File: config.mk
export PLATFORM = sky130hd
export DESIGN_NAME = sbfd_bank
export DESIGN_NICKNAME = d
export VERILOG_FILES = /design/src/sbfd_pkg.sv /design/src/sbfd_bank.sv
export VERILOG_INCLUDE_DIRS = /design/src /design/src/src
export SDC_FILE = /design/constraint.sdc
export NUM_CORES = 1
export LEC_CHECK = 0
export ABC_AREA = 1
export BUFFER_PORTS_ARGS = -buffer_cell sky130_fd_sc_hd__buf_2
export CORE_UTILIZATION = 51
export CTS_BUF_LIST = sky130_fd_sc_hd__clkbuf_2 sky130_fd_sc_hd__clkbuf_4 sky130_fd_sc_hd__clkbuf_8
export DETAILED_ROUTE_END_ITERATION = 6
export MAX_ROUTING_LAYER = met4
export PLACE_DENSITY = 0.86
export RECOVER_POWER = 100
export SETUP_SLACK_MARGIN = 0.15
export SYNTH_ARGS = -nofsm -noshare
export SYNTH_HDL_FRONTEND = slang
export SYNTH_SLANG_ARGS = --single-unit
File: constraint.sdc
create_clock -name clk -period 1.9 [get_ports clk]
set_clock_uncertainty 0.15 [all_clocks]
set_input_delay 0.19 -clock clk [delete_from_list [all_inputs] [get_ports clk]]
set_output_delay 0.19 -clock clk [all_outputs]
set_load 0.03 [all_outputs]
File: src/sbfd_regs.svh
// Register offsets, field positions and reset values of the fast-disable
// and output-float bank. Assumes an 8-bit serial-bus register window.
`ifndef SBFD_REGS_SVH
`define SBFD_REGS_SVH

`define SBFD_OFS_FAST_DISABLE  8'h03
`define SBFD_OFS_OUTPUT_FLOAT  8'h04
`define SBFD_RST_FAST_DISABLE  8'h00
`define SBFD_RST_OUTPUT_FLOAT  8'h00
`define SBFD_FD_WMASK          8'h3f
`define SBFD_OF_WMASK          8'h1f
`define SBFD_BIT_KBD           5
`define SBFD_BIT_MOUSE         4
`define SBFD_BIT_SER1          3
`define SBFD_BIT_SER2          2
`define SBFD_BIT_PARP          1
`define SBFD_BIT_FDC           0
`define SBFD_FL_KBMS           4
`define SBFD_FL_SER1           3
`define SBFD_FL_SER2           2
`define SBFD_FL_PARP           1
`define SBFD_FL_FDC            0
`define SBFD_NMOD              6
`define SBFD_RST_RDATA         8'h00
`define SBFD_RST_MODS          6'h00

`endif

File: src/sbfd_pkg.sv
// Types shared by the fast-disable and output-float bank.
// Assumes the constants header is on the include path.
package sbfd_pkg;
    typedef logic [7:0] sbfd_byte_t;
    typedef logic [5:0] sbfd_mod_t;
endpackage : sbfd_pkg

File: src/sbfd_bank.sv
// Fast-disable and output-float register bank on the serial management bus.
// Assumes the bus engine gives one-cycle write and read strobes with offset.
`timescale 1ns/1ps
`include "sbfd_regs.svh"

// Behaviour
// - Fast-disable register at offset 03h, reset to 00h.
// - Master disables modules directly, bypassing each activation bit.
// - Bit 5 forces keyboard controller off, ignoring its activation bit.
// - Bit 4 forces mouse controller off, ignoring its activation bit.
// - Bit 3 forces first serial port off, ignoring its activation bit.
// - Bit 2 forces second serial port off, ignoring its activation bit.
// - Bit 1 forces parallel port off, ignoring its activation bit.
// - Bit 0 clear: module state follows its own activation bit.
// - Read/write output-float register at offset 04h, reset to 00h.
// - Float bit works without writing the special configuration bit.
// - Float takes effect only while the module is disabled.
// - Float bit 4 floats keyboard and mouse outputs when disabled.
// - Float bit 3 floats first serial port outputs when disabled.
module sbfd_bank (
    input  wire logic                 clk,
    input  wire logic                 reset,
    input  wire logic                 wr_stb,
    input  wire logic                 rd_stb,
    input  wire sbfd_pkg::sbfd_byte_t addr,
    input  wire sbfd_pkg::sbfd_byte_t wdata,
    output      sbfd_pkg::sbfd_byte_t rdata,
    output      logic                 rd_hit,
    input  wire sbfd_pkg::sbfd_mod_t  activation,
    input  wire sbfd_pkg::sbfd_mod_t  cfg_float,
    output      sbfd_pkg::sbfd_mod_t  module_enable,
    output      sbfd_pkg::sbfd_mod_t  module_float
);
    import sbfd_pkg::*;

    // ------------------------------------------------------------
    // Register storage
    // ------------------------------------------------------------
    sbfd_byte_t module_fast_disable_r;
    sbfd_byte_t module_output_float_r;
    sbfd_byte_t rdata_r;
    logic       rd_hit_r;
    sbfd_mod_t  enable_nxt;
    sbfd_mod_t  float_nxt;
    sbfd_mod_t  force_off;
    sbfd_mod_t  float_req;

    // Offset match shared by write and read decode
    function automatic logic hit(input sbfd_byte_t a, input sbfd_byte_t o);
        hit = (a == o);
    endfunction : hit

    // Slot is live only when activated and not forced off
    function automatic logic slot_on(input logic act, input logic off);
        slot_on = act & ~off;
    endfunction : slot_on

    // Disabled slot floats when either float source asks for it
    function automatic logic slot_float(input logic on, input logic req,
                                        input logic cfg);
        slot_float = ~on & (req | cfg);
    endfunction : slot_float

    // Fast-disable register write; reserved bits forced to zero
    always_ff @(posedge clk) begin
        if (reset) begin
            module_fast_disable_r <= `SBFD_RST_FAST_DISABLE;
        end else if (wr_stb && hit(addr, `SBFD_OFS_FAST_DISABLE)) begin
            module_fast_disable_r <= wdata & `SBFD_FD_WMASK;
        end
    end

    // Output-float register write; bits 7..5 reserved
    always_ff @(posedge clk) begin
        if (reset) begin
            module_output_float_r <= `SBFD_RST_OUTPUT_FLOAT;
        end else if (wr_stb && hit(addr, `SBFD_OFS_OUTPUT_FLOAT)) begin
            module_output_float_r <= wdata & `SBFD_OF_WMASK;
        end
    end

    // Read data, registered; unmapped offsets read zero, no hit
    always_ff @(posedge clk) begin
        if (reset) begin
            rdata_r  <= `SBFD_RST_RDATA;
            rd_hit_r <= 1'b0;
        end else if (rd_stb) begin
            rd_hit_r <= hit(addr, `SBFD_OFS_FAST_DISABLE) ||
                        hit(addr, `SBFD_OFS_OUTPUT_FLOAT);
            if (hit(addr, `SBFD_OFS_FAST_DISABLE)) begin
                rdata_r <= module_fast_disable_r;
            end else if (hit(addr, `SBFD_OFS_OUTPUT_FLOAT)) begin
                rdata_r <= module_output_float_r;
            end else begin
                rdata_r <= `SBFD_RST_RDATA;
            end
        end else begin
            rd_hit_r <= 1'b0;
        end
    end

    // ------------------------------------------------------------
    // Module override logic
    // ------------------------------------------------------------
    // Force-off and float request vectors per module slot
    always_comb begin
        force_off = module_fast_disable_r[`SBFD_NMOD-1:0];
        float_req = '0;
        float_req[`SBFD_BIT_KBD]   = module_output_float_r[`SBFD_FL_KBMS];
        float_req[`SBFD_BIT_MOUSE] = module_output_float_r[`SBFD_FL_KBMS];
        float_req[`SBFD_BIT_SER1]  = module_output_float_r[`SBFD_FL_SER1];
        float_req[`SBFD_BIT_SER2]  = module_output_float_r[`SBFD_FL_SER2];
        float_req[`SBFD_BIT_PARP]  = module_output_float_r[`SBFD_FL_PARP];
        float_req[`SBFD_BIT_FDC]   = module_output_float_r[`SBFD_FL_FDC];
    end

    // Enable and float results
    always_comb begin
        // Force wins over activation; clear bit passes activation
        enable_nxt[`SBFD_BIT_KBD] = slot_on(activation[`SBFD_BIT_KBD],
            force_off[`SBFD_BIT_KBD]);
        enable_nxt[`SBFD_BIT_MOUSE] = slot_on(activation[`SBFD_BIT_MOUSE],
            force_off[`SBFD_BIT_MOUSE]);
        enable_nxt[`SBFD_BIT_SER1] = slot_on(activation[`SBFD_BIT_SER1],
            force_off[`SBFD_BIT_SER1]);
        enable_nxt[`SBFD_BIT_SER2] = slot_on(activation[`SBFD_BIT_SER2],
            force_off[`SBFD_BIT_SER2]);
        enable_nxt[`SBFD_BIT_PARP] = slot_on(activation[`SBFD_BIT_PARP],
            force_off[`SBFD_BIT_PARP]);
        enable_nxt[`SBFD_BIT_FDC] = slot_on(activation[`SBFD_BIT_FDC],
            force_off[`SBFD_BIT_FDC]);
        // Float only while disabled; either source suffices
        for (int i = 0; i < `SBFD_NMOD; i++) begin
            float_nxt[i] = slot_float(enable_nxt[i], float_req[i],
                cfg_float[i]);
        end
    end

    // Registered module controls
    always_ff @(posedge clk) begin
        if (reset) begin
            module_enable <= `SBFD_RST_MODS;
            module_float  <= `SBFD_RST_MODS;
        end else begin
            module_enable <= enable_nxt;
            module_float  <= float_nxt;
        end
    end

    assign rdata  = rdata_r;
    assign rd_hit = rd_hit_r;

    // ------------------------------------------------------------
    // Assertions
    // ------------------------------------------------------------
    // Reset clears the fast-disable register
    AST_FD_RESET: assert property (@(posedge clk)
        reset |=> module_fast_disable_r == `SBFD_RST_FAST_DISABLE)
        else $error("fast-disable not cleared by reset");

    // Reset clears the output-float register
    AST_OF_RESET: assert property (@(posedge clk)
        reset |=> module_output_float_r == `SBFD_RST_OUTPUT_FLOAT)
        else $error("output-float not cleared by reset");

    // Reset drops both module control vectors
    AST_MOD_RESET: assert property (@(posedge clk)
        reset |=> module_enable == `SBFD_RST_MODS &&
                  module_float == `SBFD_RST_MODS)
        else $error("module controls not cleared by reset");

    // Write to the fast-disable offset lands next cycle
    AST_FD_WRITE: assert property (@(posedge clk)
        disable iff (reset)
        wr_stb && addr == `SBFD_OFS_FAST_DISABLE |=>
        module_fast_disable_r == ($past(wdata) & `SBFD_FD_WMASK))
        else $error("fast-disable write lost");

    // Write to the output-float offset lands next cycle
    AST_OF_WRITE: assert property (@(posedge clk)
        disable iff (reset)
        wr_stb && addr == `SBFD_OFS_OUTPUT_FLOAT |=>
        module_output_float_r == ($past(wdata) & `SBFD_OF_WMASK))
        else $error("output-float write lost");

    // Other offsets never touch either register
    AST_UNMAPPED_WRITE: assert property (@(posedge clk)
        disable iff (reset)
        wr_stb && !hit(addr, `SBFD_OFS_FAST_DISABLE) &&
        !hit(addr, `SBFD_OFS_OUTPUT_FLOAT) |=>
        $stable(module_fast_disable_r) && $stable(module_output_float_r))
        else $error("unmapped write changed a register");

    // Fast-disable read hits and shows zero reserved bits
    AST_FD_READBACK: assert property (@(posedge clk)
        disable iff (reset)
        rd_stb && addr == `SBFD_OFS_FAST_DISABLE |=>
        rd_hit && (rdata & ~`SBFD_FD_WMASK) == '0)
        else $error("fast-disable reserved bits nonzero");

    // Fast-disable read returns the stored value
    AST_FD_READ_DATA: assert property (@(posedge clk)
        disable iff (reset)
        rd_stb && addr == `SBFD_OFS_FAST_DISABLE |=>
        rdata == $past(module_fast_disable_r))
        else $error("fast-disable read data wrong");

    // Output-float read returns the stored value
    AST_OF_READBACK: assert property (@(posedge clk)
        disable iff (reset)
        rd_stb && addr == `SBFD_OFS_OUTPUT_FLOAT |=>
        rd_hit && rdata == $past(module_output_float_r))
        else $error("output-float read data wrong");

    // Unmapped read answers zero without a hit
    AST_UNMAPPED_READ: assert property (@(posedge clk)
        disable iff (reset)
        rd_stb && !hit(addr, `SBFD_OFS_FAST_DISABLE) &&
        !hit(addr, `SBFD_OFS_OUTPUT_FLOAT) |=>
        !rd_hit && rdata == `SBFD_RST_RDATA)
        else $error("unmapped read not zero");

    // Hit is a single pulse after a read strobe
    AST_HIT_PULSE: assert property (@(posedge clk)
        disable iff (reset)
        !rd_stb |=> !rd_hit)
        else $error("read hit without strobe");

    // Read data holds between read strobes
    AST_RDATA_HOLD: assert property (@(posedge clk)
        disable iff (reset)
        !rd_stb |=> $stable(rdata))
        else $error("read data changed without strobe");

    // Keyboard slot forced off
    AST_KBD_OFF: assert property (@(posedge clk)
        disable iff (reset)
        module_fast_disable_r[`SBFD_BIT_KBD] |=> !module_enable[`SBFD_BIT_KBD])
        else $error("keyboard not forced off");

    // Mouse slot forced off
    AST_MOUSE_OFF: assert property (@(posedge clk)
        disable iff (reset)
        module_fast_disable_r[`SBFD_BIT_MOUSE] |=> !module_enable[`SBFD_BIT_MOUSE])
        else $error("mouse not forced off");

    // First serial slot forced off
    AST_SER1_OFF: assert property (@(posedge clk)
        disable iff (reset)
        module_fast_disable_r[`SBFD_BIT_SER1] |=> !module_enable[`SBFD_BIT_SER1])
        else $error("serial one not forced off");

    // Second serial slot forced off
    AST_SER2_OFF: assert property (@(posedge clk)
        disable iff (reset)
        module_fast_disable_r[`SBFD_BIT_SER2] |=> !module_enable[`SBFD_BIT_SER2])
        else $error("serial two not forced off");

    // Parallel slot forced off
    AST_PARP_OFF: assert property (@(posedge clk)
        disable iff (reset)
        module_fast_disable_r[`SBFD_BIT_PARP] |=> !module_enable[`SBFD_BIT_PARP])
        else $error("parallel not forced off");

    // Floppy slot forced off
    AST_FDC_OFF: assert property (@(posedge clk)
        disable iff (reset)
        module_fast_disable_r[`SBFD_BIT_FDC] |=> !module_enable[`SBFD_BIT_FDC])
        else $error("floppy not forced off");

    // Clear register passes activation straight through
    AST_FOLLOW: assert property (@(posedge clk)
        disable iff (reset)
        module_fast_disable_r[`SBFD_NMOD-1:0] == `SBFD_RST_MODS |=>
        module_enable == $past(activation))
        else $error("enable does not follow activation");

    // No forced slot is ever enabled
    AST_FD_OVERRIDE: assert property (@(posedge clk)
        disable iff (reset)
        ##1 (module_enable &
             $past(module_fast_disable_r[`SBFD_NMOD-1:0])) == '0)
        else $error("forced slot still enabled");

    // Enabled slot never floats
    AST_FLOAT_ONLY_OFF: assert property (@(posedge clk)
        disable iff (reset)
        ##1 (module_float & module_enable) == '0)
        else $error("enabled module floated");

    // No float source means no float
    AST_NO_FLOAT_REQ: assert property (@(posedge clk)
        disable iff (reset)
        (float_req | cfg_float) == '0 |=>
        module_float == `SBFD_RST_MODS)
        else $error("float without a request");

    // Keyboard float while its slot is inactive
    AST_KBMS_FLOAT: assert property (@(posedge clk)
        disable iff (reset)
        module_output_float_r[`SBFD_FL_KBMS] && !activation[`SBFD_BIT_KBD] |=> module_float[`SBFD_BIT_KBD])
        else $error("keyboard float missing");

    // Mouse float while its slot is inactive
    AST_MOUSE_FLOAT: assert property (@(posedge clk)
        disable iff (reset)
        module_output_float_r[`SBFD_FL_KBMS] && !activation[`SBFD_BIT_MOUSE] |=> module_float[`SBFD_BIT_MOUSE])
        else $error("mouse float missing");

    // First serial float while forced off
    AST_SER1_FLOAT: assert property (@(posedge clk)
        disable iff (reset)
        module_output_float_r[`SBFD_FL_SER1] && module_fast_disable_r[`SBFD_BIT_SER1] |=> module_float[`SBFD_BIT_SER1])
        else $error("serial one float missing");

    // Float register works without the configuration bit
    AST_CFG_FREE: assert property (@(posedge clk)
        disable iff (reset)
        module_output_float_r[`SBFD_FL_PARP] && module_fast_disable_r[`SBFD_BIT_PARP] &&
        !cfg_float[`SBFD_BIT_PARP] |=> module_float[`SBFD_BIT_PARP])
        else $error("float needs config bit");

    // Main scenarios
    CVR_FORCE_KBD: cover property (@(posedge clk) disable iff (reset)
        activation[`SBFD_BIT_KBD] && module_fast_disable_r[`SBFD_BIT_KBD]
        ##1 !module_enable[`SBFD_BIT_KBD]);
    CVR_FLOAT_SER1: cover property (@(posedge clk) disable iff (reset)
        module_float[`SBFD_BIT_SER1]);
    CVR_READ_OF: cover property (@(posedge clk) disable iff (reset)
        rd_stb && addr == `SBFD_OFS_OUTPUT_FLOAT);
    CVR_CFG_FLOAT: cover property (@(posedge clk) disable iff (reset)
        !module_output_float_r[`SBFD_FL_FDC] && cfg_float[`SBFD_BIT_FDC]
        ##1 module_float[`SBFD_BIT_FDC]);
    CVR_UNMAPPED_READ: cover property (@(posedge clk) disable iff (reset)
        rd_stb && !hit(addr, `SBFD_OFS_FAST_DISABLE) &&
        !hit(addr, `SBFD_OFS_OUTPUT_FLOAT));
endmodule : sbfd_bank

==> results.md <==
| Group | Metric | This run |
|:---|:---|:---|
| setup path | Capturing point of the worst reg2reg path | rdata[2] |
| placed design | Dpl cell area | 1410 sq um |
| clocking | Insertion delay to the later sink of the worst-skew pair | 0.33 ns |
| power | Share of total power in the clock network | 0.308 |
| die | Area of the die | 2460 sq um |
| cells and area | Most frequent cells in the layout | 32 x sky130_fd_sc_hd__nor2_1, 30 x sky130_fd_sc_hd__dfxtp_1, 29 x sky130_fd_sc_hd__nand2_1, 29 x sky130_fd_sc_hd__buf_2, 19 x sky130_fd_sc_hd__clkbuf_1 |
| die | Die boundary height | 49.6 microns |
| setup path | Startpoint of the worst register-to-register path | module_fast_disable_r[2] |
| global route | Initial antenna violation count | 0 |
| routing | Antenna viol nets, final | 0 |
| sta | Slew Limit Fails | 0 |
| min path | Worst min path class | input port to register |
| sta | Final critical path time including I/O delays and setup | 1.41 ns |
| global route | Remaining global-route overflow | 0 |
| die | Standard-cell row count | 16 |
| sta | Tightest Pin Transition | 0.646 ns |
| min path | Startpoint of the lowest-slack hold path | cfg_float[5] |
| power | Total leakage power | 0.715 nW |
| sta | Final worst-path cycle share | 0.744 |
| sta | Minimum setup slack in the final design | 0.485 ns |
| power | Switching share of total power | 0.255 |
| routing | Number of design-rule violations left by the first detailed-router iteration | 30 |
| cells and area | Area overhead of the layout relative to synthesis | 36.9% |
| min path | Min-Delay Path Depth | 3 |
| sta | Worst slack on hold paths | 0.0233 ns |
| sta | Sum of negative setup slack | 0 ns |
| sta | Maximum clock frequency | 707 MHz |
| power | Seq pwr share | 0.551 |
| power | Switching power of the nets | 301 uW |
| routing | Total via count in the routed design | 1228 |
| cells and area | Share of post-route cells with drive strength above 1 | 0.183 |
| logic synthesis | Synthesized area per cell | 7.66 sq um |
| global route | Wire length of the first global-routing pass | 4.70 mm |
| sta | Unrepaired setup endpoints after global routing | false |
| die | Area of the core region | 2040 sq um |
| setup path | Crit path launch type | input port |
| logic synthesis | Warnings from Yosys | 0 |
| clocking | Clock slew at reported path FFs | 0.08 ns |
| global route | Global-route total usage across every layer | 0.267 |
| status | Run status | finished clean |
| logic synthesis | Sequential fraction of the synthesis area | 0.519 |
| setup path | Data arrival time of the worst path | 1.47 ns |
| logic synthesis | Netlist area before placement | 1160 sq um |
| job | Max-Cap Viols | 0 |
| cells and area | Number of antenna repair diodes | 0 |
| cells and area | Layout filler cell count | 163 |
| die | Number of placed I/O pins | 53 |
| placed design | Number of port buffers | 48 |
| routing | Post-detailed-route via-to-cell ratio | 5.01 |
| routing | Aggregate routed wire length | 3.02 mm |
| routing | Average routed wire per standard cell | 12.3 microns |
| sta | Final hold vios | 0 |
| clocking | Htree depth | 2 |
| min path | Worst hold endpoint | module_float[5] |
| power | Internal Dissipation | 881 uW |
| cells and area | Most common library cell in the layout ignoring fill and taps | sky130_fd_sc_hd__nor2_1 |
| sta | Endpoints failing setup | 0 |
| logic synthesis | Number of synthesized register bits | 30 |
| power | Maximum vdd ir drop | 0.000546 V |
| routing | DR DRC count | 0 |
| setup path | Setup slack of the worst register-to-register path | 1.00 ns |
| clocking | Number of buffers created by CTS | 5 |
| setup path | Endpoint type of the worst setup path | register |
| die | Chip width | 49.6 microns |
| placed design | Half-perimeter wire length after placement | 1.99 mm |
| clocking | Largest buffer count on any clock path | 2 |
| die | Starting density of the core | 0.566 |
| routing | Total iterations of the first detailed-routing run | 6 |
| setup path | Required time of the worst setup path | 1.96 ns |
| logic synthesis | Synthesized instance count | 151 |
| global route | Number of global-route vias before repair | 1116 |
| setup path | Max Fanout on Critical Path | 11 |
| sta | Worst max-slew margin expressed relative to the limit | 0.567 |
| clocking | Root buffer cell | sky130_fd_sc_hd__clkbuf_4 |
| clocking | Total number of clock tree sinks | 30 |
| logic synthesis | Library cells used by synthesis | 19 |
| power | Power Dens Cells | 747 nW/um^2 |
| setup path | Worst R2R Path Depth | 4 |
| global route | Pin count of the biggest net entering global routing | 22 |
| clocking | Setup Buffers After CTS | 0 |
| setup path | Kind of critical path | input port to register |
| placed design | Weighted congestion reported at the end of routability-driven placement | 0.776 |
| clocking | CTS tree | built |
| power | Combinational group share of total power | 0.141 |
| cells and area | Net total in the final layout | 251 |
| placed design | Setup Slack @ Placement | 0.448 ns |
| cells and area | Final design instance area without fill | 1580 sq um |
## per-layer routing
layer | GRT usage | share of wire | vias to the layer above
li1 | - | - | 609
met1 | 0.276 | 0.38 | 532
met2 | 0.450 | 0.50 | 76
met3 | 0.0741 | 0.097 | 11
met4 | 0.152 | 0.030 | 0
met5 | - | 0 | -
## worst max-delay path, stage by stage
cell and delay [ns]:
sky130_fd_sc_hd__buf_2 0.10, sky130_fd_sc_hd__nor2_2 0.09, sky130_fd_sc_hd__nand2_1 0.10, sky130_fd_sc_hd__nor2_1 0.53, sky130_fd_sc_hd__nand2_1 0.27, sky130_fd_sc_hd__nand2_1 0.12, sky130_fd_sc_hd__a21oi_1 0.08
## power by group through the flow
stage | combinational [mW] | clock, mW | sequential, mW
final | 0.167 | 0.364 | 0.651
after global routing | 0.180 | 0.399 | 0.653
after CTS | 0.171 | 0.364 | 0.651
after detailed placement | 0.145 | 0 | 0.665
after global placement | 0.139 | 0 | 0.665
after floorplan | 0.0515 | 0 | 0.700
## worst max path at each step
stage	start	endpoint	slack, ns
after floorplan	addr[7]	module_output_float_r[0]	0.80
after global placement	addr[7]	module_output_float_r[3]	0.48
after detailed placement	addr[7]	module_output_float_r[4]	0.45
after CTS	rdata[0]	rdata[0]	0.70
after global routing	addr[7]	module_fast_disable_r[0]	0.35
final	addr[7]	module_output_float_r[4]	0.49
## registers in the layout, indices dropped and copies added, names as in the netlist
register,flops
rd_hit,1
module_float,6
rdata,6
module_enable,6
module_fast_disable_r,6
module_output_float_r,5
## logic make-up after synthesis
family	after synthesis	share of synthesized area
simple gates	80	0.305
buf+inv	20	0.0790
compound gates	20	0.0931
flops	30	0.519
other cells	1	0.00324
## stage by stage
stage | power [mW] | utilization | instances
after floorplan | 0.752 | - | 152
after global placement | 0.804 | 0.689 | 222
after detailed placement | 0.810 | 0.689 | 222
after CTS | 1.19 | 0.793 | 244
after global routing | 1.23 | 0.775 | 245
final | 1.18 | 0.775 | 245
## cell usage after synthesis
cell type | instances | area share
sky130_fd_sc_hd__nor2_2 | 4 | 0.022
sky130_fd_sc_hd__a21oi_1 | 6 | 0.026
sky130_fd_sc_hd__buf_4 | 3 | 0.019
sky130_fd_sc_hd__nand2_4 | 1 | 0.0097
sky130_fd_sc_hd__conb_1 | 1 | 0.0032
sky130_fd_sc_hd__clkbuf_1 | 3 | 0.0097
sky130_fd_sc_hd__nand3_1 | 9 | 0.039
sky130_fd_sc_hd__o21ai_1 | 6 | 0.026
sky130_fd_sc_hd__nor2_1 | 30 | 0.097
sky130_fd_sc_hd__inv_1 | 13 | 0.042
sky130_fd_sc_hd__o22ai_1 | 6 | 0.032
sky130_fd_sc_hd__nor3_1 | 6 | 0.026
sky130_fd_sc_hd__nor2_4 | 1 | 0.0097
sky130_fd_sc_hd__clkinv_4 | 1 | 0.0076
sky130_fd_sc_hd__nand2_2 | 2 | 0.011
sky130_fd_sc_hd__nand2_1 | 26 | 0.084
sky130_fd_sc_hd__dfxtp_1 | 30 | 0.52
sky130_fd_sc_hd__o21ai_0 | 2 | 0.0087
sky130_fd_sc_hd__nand3b_1 | 1 | 0.0065
## timing repair
action / 4_1_cts / 5_1_grt
hold buffers: 16 / 1
hold endpoints to repair: 18 / 1
resized for setup: 0 / 0
endpoints found under the setup margin: 0 / 0
## final cells by class
cell class	instances	area (sq um)	area share
Clock buffer	6	51.3	0.0324
Inverter	14	57.6	0.0364
Multi-Input combinational cell	102	445	0.281
Sequential cell	30	601	0.379
Tap cell	27	33.8	0.0213
Timing Repair Buffer	66	394	0.249
(Power assumes the default switching activity.)
